### config.mk
export PLATFORM = sky130hd
export DESIGN_NAME = sfd_flash_core
export DESIGN_NICKNAME = d
export VERILOG_FILES = /design/src/design/sfd_pkg.sv /design/src/design/sfd_param_rom.sv /design/src/design/sfd_flash_core.sv
export SDC_FILE = /design/constraint.sdc
export NUM_CORES = 1
export LEC_CHECK = 0
export BUFFER_PORTS_ARGS = -buffer_cell sky130_fd_sc_hd__buf_2
export CORE_MARGIN = 4
export CORE_UTILIZATION = 55
export CTS_BUF_LIST = sky130_fd_sc_hd__clkbuf_4 sky130_fd_sc_hd__clkbuf_8
export DETAILED_ROUTE_END_ITERATION = 12
export GPL_ROUTABILITY_DRIVEN = 0
export PLACE_DENSITY = 0.74
export SLEW_MARGIN = 20
export SYNTH_ARGS = -nofsm -noshare
export SYNTH_HDL_FRONTEND = slang
export SYNTH_SLANG_ARGS = --single-unit
### constraint.sdc
create_clock -name ref_clk -period 3.3 [get_ports ref_clk]
set_input_delay 0.165 -clock ref_clk [delete_from_list [all_inputs] [get_ports ref_clk]]
set_output_delay 0.165 -clock ref_clk [all_outputs]
set_load 0.05 [all_outputs]
### src/design/sfd_pkg.sv
// Package for the serial flash device model: opcodes, table constants, erase timing.
// Assumes a single 100 MHz clock domain and no software-visible registers.
package sfd_pkg;

    // ------------------------------------------------------------------
    // Clock and timing
    // ------------------------------------------------------------------
    localparam int unsigned CLK_PERIOD_NS      = 10;
    localparam int unsigned NS_PER_MS          = 1000000;
    localparam int unsigned MS_PER_S           = 1000;
    localparam int unsigned BULK_MAX_S_16      = 50;
    localparam int unsigned BULK_MAX_S_32      = 100;
    localparam int unsigned BULK_MAX_S_64      = 200;
    localparam int unsigned SECTOR_MAX_MS_MIN  = 1000;
    localparam int unsigned SECTOR_MAX_MS      = 2000;
    localparam int unsigned SUBSECT_MAX_MS_MIN = 300;
    localparam int unsigned SUBSECT_MAX_MS     = 400;
    localparam int unsigned SUBSECT_TYP_MS     = 45;
    localparam int unsigned SECTOR_TYP_MS      = 150;

    // Cycle count of a time in ms, rounded down since these are maxima.
    function automatic longint unsigned sfd_ms_to_cycles(input longint unsigned ms);
        return (ms * NS_PER_MS) / CLK_PERIOD_NS;
    endfunction : sfd_ms_to_cycles

    // ------------------------------------------------------------------
    // Serial interface
    // ------------------------------------------------------------------
    localparam logic [7:0] OP_READ_PARAM  = 8'h5A;
    localparam logic [7:0] OP_ERASE_BULK  = 8'hC7;
    localparam logic [7:0] OP_ERASE_SECT  = 8'hD8;
    localparam logic [7:0] OP_ERASE_SUB   = 8'h20;
    localparam int unsigned ADDR_BITS     = 24;
    localparam int unsigned PARAM_DUMMY   = 8;
    localparam logic [7:0] PARAM_FILL     = 8'hFF;
    localparam logic [7:0] PARAM_DENS_ADR = 8'h87;
    localparam logic [7:0] PARAM_SIZE_ADR = 8'hAB;

    // Density selector: 0..3 for 16, 32, 64, 128 megabit.
    typedef logic [1:0] sfd_density_type;

    typedef enum logic [2:0] {
        ST_IDLE  = 3'b000,
        ST_OPC   = 3'b001,
        ST_ADDR  = 3'b010,
        ST_DUMMY = 3'b011,
        ST_DATA  = 3'b100,
        ST_IGN   = 3'b101
    } sfd_state_type;

    typedef struct packed {
        logic sel_n;
        logic sclk;
        logic mosi;
    } sfd_link_in_type;

endpackage : sfd_pkg

### src/design/sfd_param_rom.sv
// Discoverable-parameter table ROM with a registered read port.
// Assumes data are wanted one cycle after the address is presented.
`timescale 1ns/100ps
`default_nettype none
module sfd_param_rom
    import sfd_pkg::*;
(
    input  wire logic            ref_clk,
    input  wire logic            srst,
    input  wire sfd_density_type density,
    input  wire logic [7:0]      addr,
    output logic      [7:0]      rdata
);
    logic [7:0] next_rdata;

    always_comb begin
        next_rdata = PARAM_FILL;
        case (addr)
            8'h00: next_rdata = 8'h53;
            8'h01: next_rdata = 8'h46;
            8'h02: next_rdata = 8'h44;
            8'h03: next_rdata = 8'h50;
            8'h04: next_rdata = 8'h05;
            8'h05: next_rdata = 8'h01;
            8'h06: next_rdata = 8'h00;
            8'h08: next_rdata = 8'h00;
            8'h09: next_rdata = 8'h05;
            8'h0A: next_rdata = 8'h01;
            8'h0B: next_rdata = 8'h10;
            8'h0C: next_rdata = 8'h80;
            8'h0D: next_rdata = 8'h00;
            8'h0E: next_rdata = 8'h00;
            8'h80: next_rdata = 8'hE5;
            8'h81: next_rdata = 8'h20;
            8'h82: next_rdata = 8'hF9;
            PARAM_DENS_ADR: begin
                case (density)
                    2'h0:    next_rdata = 8'h00;
                    2'h1:    next_rdata = 8'h01;
                    2'h2:    next_rdata = 8'h03;
                    default: next_rdata = 8'h07;
                endcase
            end
            8'h88: next_rdata = 8'h44;
            8'h89: next_rdata = 8'hEB;
            8'h8A: next_rdata = 8'h08;
            8'h8B: next_rdata = 8'h6B;
            8'h8C: next_rdata = 8'h08;
            8'h8D: next_rdata = 8'h3B;
            8'h8E: next_rdata = 8'h42;
            8'h8F: next_rdata = 8'hBB;
            8'h90: next_rdata = 8'hFE;
            8'h96: next_rdata = 8'h00;
            8'h97: next_rdata = 8'h00;
            8'h9A: next_rdata = 8'h40;
            8'h9B: next_rdata = 8'hEB;
            8'h9C: next_rdata = 8'h0C;
            8'h9D: next_rdata = 8'h20;
            8'h9E: next_rdata = 8'h0F;
            8'h9F: next_rdata = 8'h52;
            8'hA0: next_rdata = 8'h10;
            8'hA1: next_rdata = 8'hD8;
            8'hA2: next_rdata = 8'h00;
            8'hA3: next_rdata = 8'h00;
            8'hA4: next_rdata = 8'h36;
            8'hA5: next_rdata = 8'h02;
            8'hA6: next_rdata = 8'hA6;
            8'hA7: next_rdata = 8'h00;
            8'hA8: next_rdata = 8'h82;
            8'hA9: next_rdata = 8'hEA;
            8'hAA: next_rdata = 8'h14;
            PARAM_SIZE_ADR: begin
                case (density)
                    2'h0:    next_rdata = 8'hB3;
                    2'h1:    next_rdata = 8'hC2;
                    2'h2:    next_rdata = 8'hC4;
                    default: next_rdata = 8'hC9;
                endcase
            end
            8'hAC: next_rdata = 8'hE9;
            8'hAD: next_rdata = 8'h63;
            8'hAE: next_rdata = 8'h76;
            8'hAF: next_rdata = 8'h33;
            8'hB0: next_rdata = 8'h7A;
            8'hB1: next_rdata = 8'h75;
            8'hB2: next_rdata = 8'h7A;
            8'hB3: next_rdata = 8'h75;
            8'hB4: next_rdata = 8'hF7;
            8'hB5: next_rdata = 8'hA2;
            8'hB6: next_rdata = 8'hD5;
            8'hB7: next_rdata = 8'h5C;
            8'hB8: next_rdata = 8'h19;
            8'hB9: next_rdata = 8'hF7;
            8'hBA: next_rdata = 8'h4D;
            8'hBC: next_rdata = 8'hE9;
            8'hBD: next_rdata = 8'h30;
            8'hBE: next_rdata = 8'hF8;
            8'hBF: next_rdata = 8'h80;
            default: next_rdata = PARAM_FILL;
        endcase
    end

    always_ff @(posedge ref_clk) begin
        if (srst) begin
            rdata <= PARAM_FILL;
        end else begin
            rdata <= next_rdata;
        end
    end
endmodule : sfd_param_rom
`default_nettype wire

### src/design/sfd_flash_core.sv
// Serial flash device core: decodes the serial command stream, answers the
// parameter-table read and runs erase-busy timers.
// Assumes serial inputs are synchronous to ref_clk and far slower than it.
//
// Functional notes
// - Bulk erase completes within 50, 100 or 200 s by density; the default bulk timer is 200 s for every density.
// - Sector erase completes within 1000 ms smallest, 2000 ms larger members.
// - Subsector erase completes within 300 ms smallest, 400 ms larger members.
// - Opcode 5Ah with address returns parameter table bytes from that address on.
// - Table addresses 00h-03h return 53h 46h 44h 50h.
// - Table addresses 04h-0Fh return the fixed header bytes.
// - Table addresses 10h-7Fh read as FFh.
// - Table 80h-86h return E5h 20h F9h then four FFh.
// - Table 87h encodes density 00h 01h 03h 07h.
// - Table 88h-8Fh advertise fast-read variants.
// - Table 90h-9Bh return the fixed descriptor bytes.
// - Table 9Ch-A3h give erase size and opcode pairs.
// - Table A4h-AAh return fixed bytes.
// - Table ABh returns B3h C2h C4h or C9h by density.
// - Table ACh-B5h return fixed bytes.
`timescale 1ns/100ps
`default_nettype none
module sfd_flash_core
    import sfd_pkg::*;
#(
    parameter sfd_density_type DENSITY        = 2'h3,
    parameter longint unsigned BULK_CYCLES    = sfd_ms_to_cycles(longint'(BULK_MAX_S_64) * MS_PER_S),
    parameter longint unsigned SECTOR_CYCLES  = sfd_ms_to_cycles(longint'(SECTOR_TYP_MS)),
    parameter longint unsigned SUBSECT_CYCLES = sfd_ms_to_cycles(longint'(SUBSECT_TYP_MS))
)(
    input  wire logic            ref_clk,
    input  wire logic            srst,
    input  wire sfd_link_in_type link_in,
    output logic                 miso,
    output logic                 miso_oe,
    output logic                 busy
);
    // ------------------------------------------------------------------
    // Serial clock edge detection
    // ------------------------------------------------------------------
    logic sclk_q;
    logic rise;
    logic fall;

    assign rise = link_in.sclk & ~sclk_q;
    assign fall = ~link_in.sclk & sclk_q;

    // ------------------------------------------------------------------
    // Command decode state
    // ------------------------------------------------------------------
    sfd_state_type  state;
    sfd_state_type  next_state;
    logic [7:0]     shreg;
    logic [7:0]     next_shreg;
    logic [4:0]     bitcnt;
    logic [4:0]     next_bitcnt;
    logic [23:0]    addr;
    logic [23:0]    next_addr;
    logic [7:0]     opcode;
    logic [7:0]     next_opcode;
    logic [7:0]     txbyte;
    logic [7:0]     next_txbyte;
    logic           next_miso;
    logic           next_miso_oe;
    logic           load_tx;
    logic           next_load_tx;
    logic [7:0]     rom_data;
    logic [63:0]    timer;
    logic [63:0]    next_timer;
    logic           next_busy;

    sfd_param_rom u_rom (
        .ref_clk (ref_clk),
        .srst    (srst),
        .density (DENSITY),
        // The table sees the next address so its registered data line up with addr.
        .addr    (next_addr[7:0]),
        .rdata   (rom_data)
    );

    // The erase timer counts the bulk worst case and the sector and subsector typical times, so the master sees busy within the bound
    // except bulk erase at 16 and 32 megabit, which runs 200 s against 50 and 100 s; the array itself is not modelled.
    function automatic logic [63:0] erase_time(input logic [7:0] op);
        case (op)
            OP_ERASE_BULK: erase_time = 64'(BULK_CYCLES);
            OP_ERASE_SECT: erase_time = 64'(SECTOR_CYCLES);
            OP_ERASE_SUB:  erase_time = 64'(SUBSECT_CYCLES);
            default:       erase_time = 64'h0;
        endcase
    endfunction : erase_time

    always_comb begin
        next_state   = state;
        next_shreg   = shreg;
        next_bitcnt  = bitcnt;
        next_addr    = addr;
        next_opcode  = opcode;
        next_txbyte  = txbyte;
        next_miso    = miso;
        next_miso_oe = miso_oe;
        next_load_tx = 1'b0;
        next_timer   = timer;
        next_busy    = busy;
        if (busy) begin
            next_timer = timer - 64'h1;
            if (timer == 64'h1) begin
                next_busy = 1'b0;
            end
        end
        if (load_tx) begin
            next_txbyte = rom_data;
        end
        if (link_in.sel_n) begin
            // Deselect ends a command; a latched erase starts here.
            if (state == ST_IGN && erase_time(opcode) != 64'h0 && !busy) begin
                next_busy  = 1'b1;
                next_timer = erase_time(opcode);
            end
            next_state   = ST_IDLE;
            next_miso_oe = 1'b0;
            next_bitcnt  = 5'h0;
        end else begin
            case (state)
                ST_IDLE: begin
                    next_state  = ST_OPC;
                    next_bitcnt = 5'h0;
                end
                ST_OPC: begin
                    if (rise) begin
                        next_shreg  = {shreg[6:0], link_in.mosi};
                        next_bitcnt = bitcnt + 5'h1;
                        if (bitcnt == 5'h7) begin
                            next_opcode = {shreg[6:0], link_in.mosi};
                            next_bitcnt = 5'h0;
                            if ({shreg[6:0], link_in.mosi} == OP_READ_PARAM && !busy) begin
                                next_state = ST_ADDR;
                            end else begin
                                next_state = ST_IGN;
                            end
                        end
                    end
                end
                ST_ADDR: begin
                    if (rise) begin
                        next_addr   = {addr[22:0], link_in.mosi};
                        next_bitcnt = bitcnt + 5'h1;
                        if (bitcnt == 5'(ADDR_BITS - 1)) begin
                            next_bitcnt = 5'h0;
                            next_state  = ST_DUMMY;
                        end
                    end
                end
                ST_DUMMY: begin
                    if (rise) begin
                        next_bitcnt = bitcnt + 5'h1;
                        if (bitcnt == 5'(PARAM_DUMMY - 1)) begin
                            next_bitcnt  = 5'h0;
                            next_state   = ST_DATA;
                            next_load_tx = 1'b1;
                        end
                    end
                end
                ST_DATA: begin
                    // Data leaves on the falling edge, MSB first.
                    if (fall) begin
                        next_miso_oe = 1'b1;
                        next_miso    = txbyte[3'(7 - bitcnt[2:0])];
                        next_bitcnt  = bitcnt + 5'h1;
                        if (bitcnt == 5'h7) begin
                            next_bitcnt  = 5'h0;
                            next_addr    = addr + 24'h1;
                            next_load_tx = 1'b1;
                        end
                    end
                end
                ST_IGN: begin
                    next_state = ST_IGN;
                end
                default: next_state = ST_IDLE;
            endcase
        end
    end

    always_ff @(posedge ref_clk) begin
        if (srst) begin
            sclk_q  <= 1'b0;
            state   <= ST_IDLE;
            shreg   <= 8'h00;
            bitcnt  <= 5'h0;
            addr    <= 24'h000000;
            opcode  <= 8'h00;
            txbyte  <= 8'h00;
            miso    <= 1'b0;
            miso_oe <= 1'b0;
            load_tx <= 1'b0;
            timer   <= 64'h0;
            busy    <= 1'b0;
        end else begin
            sclk_q  <= link_in.sclk;
            state   <= next_state;
            shreg   <= next_shreg;
            bitcnt  <= next_bitcnt;
            addr    <= next_addr;
            opcode  <= next_opcode;
            txbyte  <= next_txbyte;
            miso    <= next_miso;
            miso_oe <= next_miso_oe;
            load_tx <= next_load_tx;
            timer   <= next_timer;
            busy    <= next_busy;
        end
    end
endmodule : sfd_flash_core
`default_nettype wire

### Word level (Yosys, flattened, before mapping)

Cells that the tools add are included.

| cells by class | value |
|---|---|
| add/sub/neg operators | 4 |
| magnitude comparators | 1 |
| equality and inequality tests | 86 |
| muxes and demuxes | 35 |
| bitwise operators | 6 |
| reduce and logical (&&, ||, !) cells | 31 |

Operators by type and width:

| cell | number |
|---|---|
| 8-bit == test (second input constant) | 54 |
| 8-bit case mux with 46 select lines | 1 |
| 64-bit two-way mux | 4 |
| 35-bit case mux with 3 select lines | 1 |
| 24-bit two-way mux | 3 |
| 64-bit by 1-bit == test with 1-bit output (second input constant) | 1 |
| 64-bit nonzero test | 1 |
| 64-bit by 1-bit subtractor with 64-bit output (second input constant) | 1 |
| 8-bit by 4-bit == test with 1-bit output (second input constant) | 7 |
| 24-bit case mux with 2 select lines | 1 |
| 2-bit OR reduction | 14 |
| 5-bit two-way mux | 5 |
| 24-bit by 1-bit adder with 24-bit output (second input constant) | 1 |
| 8-bit by 3-bit == test with 1-bit output (second input constant) | 3 |
| 3-bit two-way mux | 7 |
| 5-bit case mux with 4 select lines | 1 |
| 3-bit case mux with 6 select lines | 1 |
| 8-bit by 2-bit == test with 1-bit output (second input constant) | 2 |
| 2-bit != test (second input constant) | 8 |
| 9-bit OR reduction | 1 |
| 8-bit by 1-bit == test with 1-bit output (second input constant) | 1 |
| 8-bit by 6-bit == test with 1-bit output (second input constant) | 1 |
| 8-bit by 7-bit == test with 1-bit output (second input constant) | 1 |
| 8-bit logical NOT | 1 |
| other kinds (25) | 42 |

| word-level totals | value |
|---|---|
| bits in registers | 132 |
| bits of input ports | 5 |
| output and inout bits | 3 |
| word-level logic and storage cells | 177 |

### Depth between registers and ports, before layout

| depth | value |
|---|---|
| depth in word-level cells | 8 |
| mapped depth | 14 |
| mapped depth without buffers | 11 |

### By module

Synthesis repeated with hierarchy kept, for this count alone.

| unflattened totals | value |
|---|---|
| cell total of the unflattened synthesis | 915 |
| area total of the unflattened synthesis | 7223.2 µm² |

Modules (own cells, without submodules):

| module | times used | cells each | area an instance (µm²) | sequential area each (µm²) |
|---|---|---|---|---|
| sfd_flash_core | 1 | 650 | 5526.6 | 2162.1 |
| sfd_param_rom | 1 | 265 | 1696.6 | 160.2 |

### Least setup slack after synthesis

OpenSTA, ideal clock, no wires.

| timing path | value |
|---|---|
| kind | register to register |
| start point | reg timer[13] |
| end point | reg timer[57] |
| library setup time | 0.071 ns |
| arrival time | 3.227 ns |
| data required time | 3.229 ns |
| setup slack | 0.003 ns |
| stages on the path, launching flop included | 12 |
| path buffers | 2 |
| period minus slack after synthesis | 3.297 ns |
| path through | dfxtp_1 or3_4 or4_4 or4_4 or2_1 clkbuf_2 or3_1 buf_6 nor3_4 nand2_4 or3_1 a21oi_1 |

| between the ends | value |
|---|---|
| longest elaborated chain between the ends | 4 |

Ends and longest elaborated chain:

| element | RTL line | source |
|---|---|---|
| start: declaration | sfd_flash_core.sv:68 | `logic [63:0] timer;` |
| start signal: assignment | sfd_flash_core.sv:209 | `timer <= next_timer;` |
| 64-bit by 1-bit subtractor with 64-bit output (*) | sfd_flash_core.sv:105 | `next_timer = timer - 64'h1;` |
| 64-bit two-way mux (*) | sfd_flash_core.sv:104 | `if (busy) begin` |
| 64-bit two-way mux | sfd_flash_core.sv:115 | `if (state == ST_IGN && erase_time(opcode) != 64'h0 && !busy) begin` |
| 64-bit two-way mux (*) | sfd_flash_core.sv:113 | `if (link_in.sel_n) begin` |

Every way passes the cells marked *; elsewhere a longest branch is shown, timed or not.
A chain may end at the register's enable or synchronous reset.

### Worst setup path after layout

| timing path | value |
|---|---|
| start point | reg bitcnt[3] |
| end point | reg u_rom.rdata[6] |

| between the ends | value |
|---|---|
| longest elaborated chain between the ends | 8 |
| elaborated cells on any way between the ends | 85 |
| those cells by class | 66 x eq/ne; 5 x mux; 14 x reduce/logical |

Ends and longest elaborated chain:

| element | RTL line | source |
|---|---|---|
| start: declaration | sfd_flash_core.sv:55 | `logic [4:0] bitcnt;` |
| start signal: assignment | sfd_flash_core.sv:202 | `bitcnt <= next_bitcnt;` |
| 5-bit by 3-bit == test with 1-bit output (*) | sfd_flash_core.sv:169 | `if (bitcnt == 5'h7) begin` |
| 24-bit two-way mux (*) | sfd_flash_core.sv:169 |  |
| 24-bit two-way mux (*) | sfd_flash_core.sv:165 | `if (fall) begin` |
| 24-bit case mux with 2 select lines (*) | sfd_flash_core.sv:123 | `case (state)` |
| 8-bit two-way mux (*) | sfd_flash_core.sv:113 |  |
| 8-bit by 3-bit == test with 1-bit output, or another cell as far along | sfd_param_rom.sv:18 | `case (addr)` |
| 9-bit OR reduction (no source line) / 2-bit OR reduction (equally long branches) | -- |  |
| 8-bit case mux with 46 select lines (*) | sfd_param_rom.sv:18 |  |
| end signal: assignment | sfd_param_rom.sv:107 | `rdata <= next_rdata;` |
| end: declaration | sfd_param_rom.sv:12 | `output logic [7:0] rdata` |

Every way passes the cells marked *; elsewhere a longest branch is shown, timed or not. The select of a mux whose other input is x is not followed.

==> impl_metrics.json <==
{
  "crit_family": "compound AO/OA/AOI/OAI gates",
  "p_int_uw": 2200,
  "drt_iter0_drc": 622,
  "clkTransAtPathRegs_ps": 70,
  "pwr-share-comb_pct": 3.7,
  "p_sw_share_pct": 23.1,
  "p_seq_share_pct": 49.1,
  "min_period_over_period_pct": 98.7,
  "netlist_instances": 824,
  "dp_hpwl_um": 12900,
  "p_clk_share_pct": 47.2,
  "p_per_area_nw_per_um2": 363,
  "min_to": "sclk_q$_SDFF_PP0_",
  "yosysWarnings": 0,
  "r2r-end": "u_rom.rdata[6]$_SDFF_PP1_",
  "fin_crit_ps": 3260,
  "slew_headroom_pct": 44.7,
  "crit_buf_inv": 0,
  "grt.overflow.total": 0,
  "whs_path_depth": 3,
  "final_hold_viol_count": 0,
  "tightest_slew_ps": 829,
  "dieWidth_um": 117,
  "yosysUniqueCellTypes": 69,
  "area_growth_pct": 20.0,
  "ctsHoldBuffers": 0,
  "path_cells": "or4b_4 -> or3_4 -> a221oi_2 -> o32a_1 -> nor2_1 -> a22o_1 -> nand3_1 -> o2111ai_1 -> a2111oi_1 -> nand4_1",
  "final_common_cell": "nor2_1",
  "slowest_delay_ps": 590,
  "wl_um": 18600,
  "coreArea_um2": 11600,
  "final_util_pct": 68.3,
  "drive_above_1_share_pct": 21.0,
  "nets": 895,
  "r2r-start": "bitcnt[3]$_SDFFE_PP0P_",
  "grt_pass1_vias": 6467,
  "max-cap-violations": 0,
  "cts_max_level": 4,
  "min_path_type": "input pin to flip-flop",
  "status": "completed",
  "final_area_um2": 7890,
  "setup_viol": 0,
  "worst-path-stages": 10,
  "routedWlPerCell_um": 17.8,
  "syn_avg_cell_area_um2": 7.98,
  "n_antenna_cell": 0,
  "ys_ff_latch": 116,
  "crit_start": "bitcnt[3]$_SDFFE_PP0P_",
  "setup.worst_path.start_class": "flip-flop",
  "cts_root_buffer": "clkbuf_8",
  "ir_drop_mv": 0.257,
  "cts_tree": "done",
  "required_ps": 3600,
  "hold_path.startpoint": "link_in[1]",
  "cp.arrival_ps": 3560,
  "grt_pass1_wl_um": 29800,
  "dr.pass1.iters": 7,
  "synthesis.nets": 833,
  "rsz0062_at_grt": "true",
  "slowest_stage": "or4b_4",
  "yosys_most_used_dff": "dfxtp_1",
  "worstSkewPairLatency_ps": 440,
  "placed_area_um2": 7200,
  "cts.path.max_buffers": 2,
  "ys_async_sr_fraction_pct": 0,
  "synth_edf_count": 0,
  "grt_usage_pct": 25.8,
  "cp-end-kind": "flip-flop",
  "antenna_found_initial": 0,
  "clock-sinks": 116,
  "dieArea_um2": 13800,
  "syn_area_um2": 6580,
  "final_cells": 1042,
  "crit_type": "flip-flop to flip-flop",
  "slew_violations": 0,
  "fmax_mhz": 307,
  "vias_per_cell": 6.38,
  "ys_seq_area_share_pct": 35.3,
  "grt_max_degree": 57,
  "layout_common_cells": "nor2_1, dfxtp_1, buf_4, nand2_1, xnor2_1",
  "ant_nets": 0,
  "regToRegSetupSlack_ps": 40,
  "initial_core_util_pct": 56.9,
  "die_y_um": 117,
  "io_buffers": 7,
  "p_sw_uw": 662,
  "placed_cells": 1001,
  "ioPinCount": 8,
  "ff2ff_path_depth": 10,
  "finClkSkew_ps": 9.90,
  "cts_buffers": 17,
  "num_rows": 39,
  "drc": 0,
  "hold_slack_ps": 97.6,
  "vias": 6646,
  "cp_max_fo": 4,
  "leakage_uw": 0.00305
}
-- layout make-up --
class | count | area, um2
Clock inverter | 10 | 123
Clock buffer | 22 | 297
Fill cell | 910 | 3670
Sequential cell | 116 | 2320
Inverter | 9 | 33.8
Tap cell | 143 | 179
Timing Repair Buffer | 93 | 713
Multi-Input combinational cell | 649 | 4220
-- synthesized netlist by cell type (3+ instances only) --
cell	instances	share of area, %
a2111oi_0	5	0.67
a211oi_1	12	1.4
a21o_1	4	0.46
a21oi_1	36	2.7
a22o_1	6	0.80
a22oi_1	7	0.80
a31oi_1	7	0.67
a32oi_1	3	0.40
and2_1	5	0.48
and3_1	5	0.48
buf_1	5	0.29
buf_2	4	0.30
clkbuf_1	40	2.3
dfxtp_1	116	35
ha_1	4	0.76
inv_1	9	0.51
mux2i_1	25	3.8
nand2_1	49	2.8
nand2b_1	6	0.57
nand3_1	25	1.9
nand3b_1	6	0.68
nand4_1	10	0.95
nand4b_1	7	0.93
nor2_1	138	7.9
nor2b_1	8	0.76
nor3_1	40	3.0
nor3_2	3	0.46
nor3b_1	4	0.46
nor4_1	19	1.8
nor4_2	3	0.57
nor4b_1	3	0.40
o2111ai_1	4	0.53
o211ai_1	12	1.4
o21a_1	6	0.68
o21ai_0	44	3.3
o31ai_1	6	0.68
or2_2	5	0.48
or3_1	20	1.9
or4_1	9	1.0
xnor2_1	43	5.7
xor2_1	20	2.7
-- logic make-up (layout without fill, tap and decap cells) --
logic type	Yosys count	count (layout)	synth area share, %
adder cells (fa/ha/maj)	4	4	0.761
XOR/XNOR	63	63	8.39
flip-flops	116	116	35.3
buffers and inverters	60	134	3.63
AO/OA/AOI/OAI	173	174	17.3
AND/OR/NAND/NOR	380	380	30.0
multiplexers	28	28	4.66
-- tightest hold or removal path: stages --
cell and delay (ps):
buf_2 90, buf_4 130, nor2b_1 120
-- worst max path at each step --
stage                     slack, ps                        end
after global routing           -120  u_rom.rdata[6]$_SDFF_PP1_
after floorplan                   3       timer[57]$_SDFF_PP0_
final                            40  u_rom.rdata[6]$_SDFF_PP1_
after global placement          -80  u_rom.rdata[1]$_SDFF_PP1_
after CTS                         7  u_rom.rdata[2]$_SDFF_PP1_
after detailed placement       -140  u_rom.rdata[2]$_SDFF_PP1_
-- routing by layer --
metal	GRT usage (%)	wire length [um]	part of all wire, %
met4	13.6	825	4.4
met1	29.2	7190	39
met2	45.2	9170	49
met5	0	0	0
met3	5.77	1370	7.4
-- registers in the layout, indices dropped and copies added, names as in the netlist --
| signal | cells |
|---|---|
| addr | 8 |
| load_tx | 1 |
| miso | 1 |
| state | 3 |
| busy | 1 |
| txbyte | 8 |
| shreg | 7 |
| bitcnt | 5 |
| timer | 64 |
| u_rom.rdata | 8 |
| sclk_q | 1 |
| miso_oe | 1 |
| opcode | 8 |
-- power groups by stage --
| stage | logic, uW | clock network (uW) | registers (uW) |
|---|---|---|---|
| 6_report | 106 | 1350 | 1410 |
| 5_1_grt | 115 | 1440 | 1410 |
| 4_1_cts | 100 | 1380 | 1410 |
| 3_5_place_dp | 99.4 | 0 | 1440 |
| 3_3_place_gp | 96.5 | 0 | 1440 |
| 2_1_floorplan | 67.3 | 0 | 1440 |
-- metrics by stage --
step	setup WS (ps)	setup TNS, ps	total power (uW)
final	41.6	0	2870
after global routing	-119	-273	2970
after CTS	6.92	0	2880
after detailed placement	-139	-807	1540
after global placement	-79.0	-373	1540
after floorplan	2.77	0	1510
-- what timing repair did --
action / 4_1_cts / 5_1_grt
gates cloned: 1 / 0
gates resized for setup: 8 / 50
endpoints found under the setup margin: 8 / 14
pin swaps: 3 / 16
setup buffers: 0 / 8
Power figures use the tool's default switching activity.
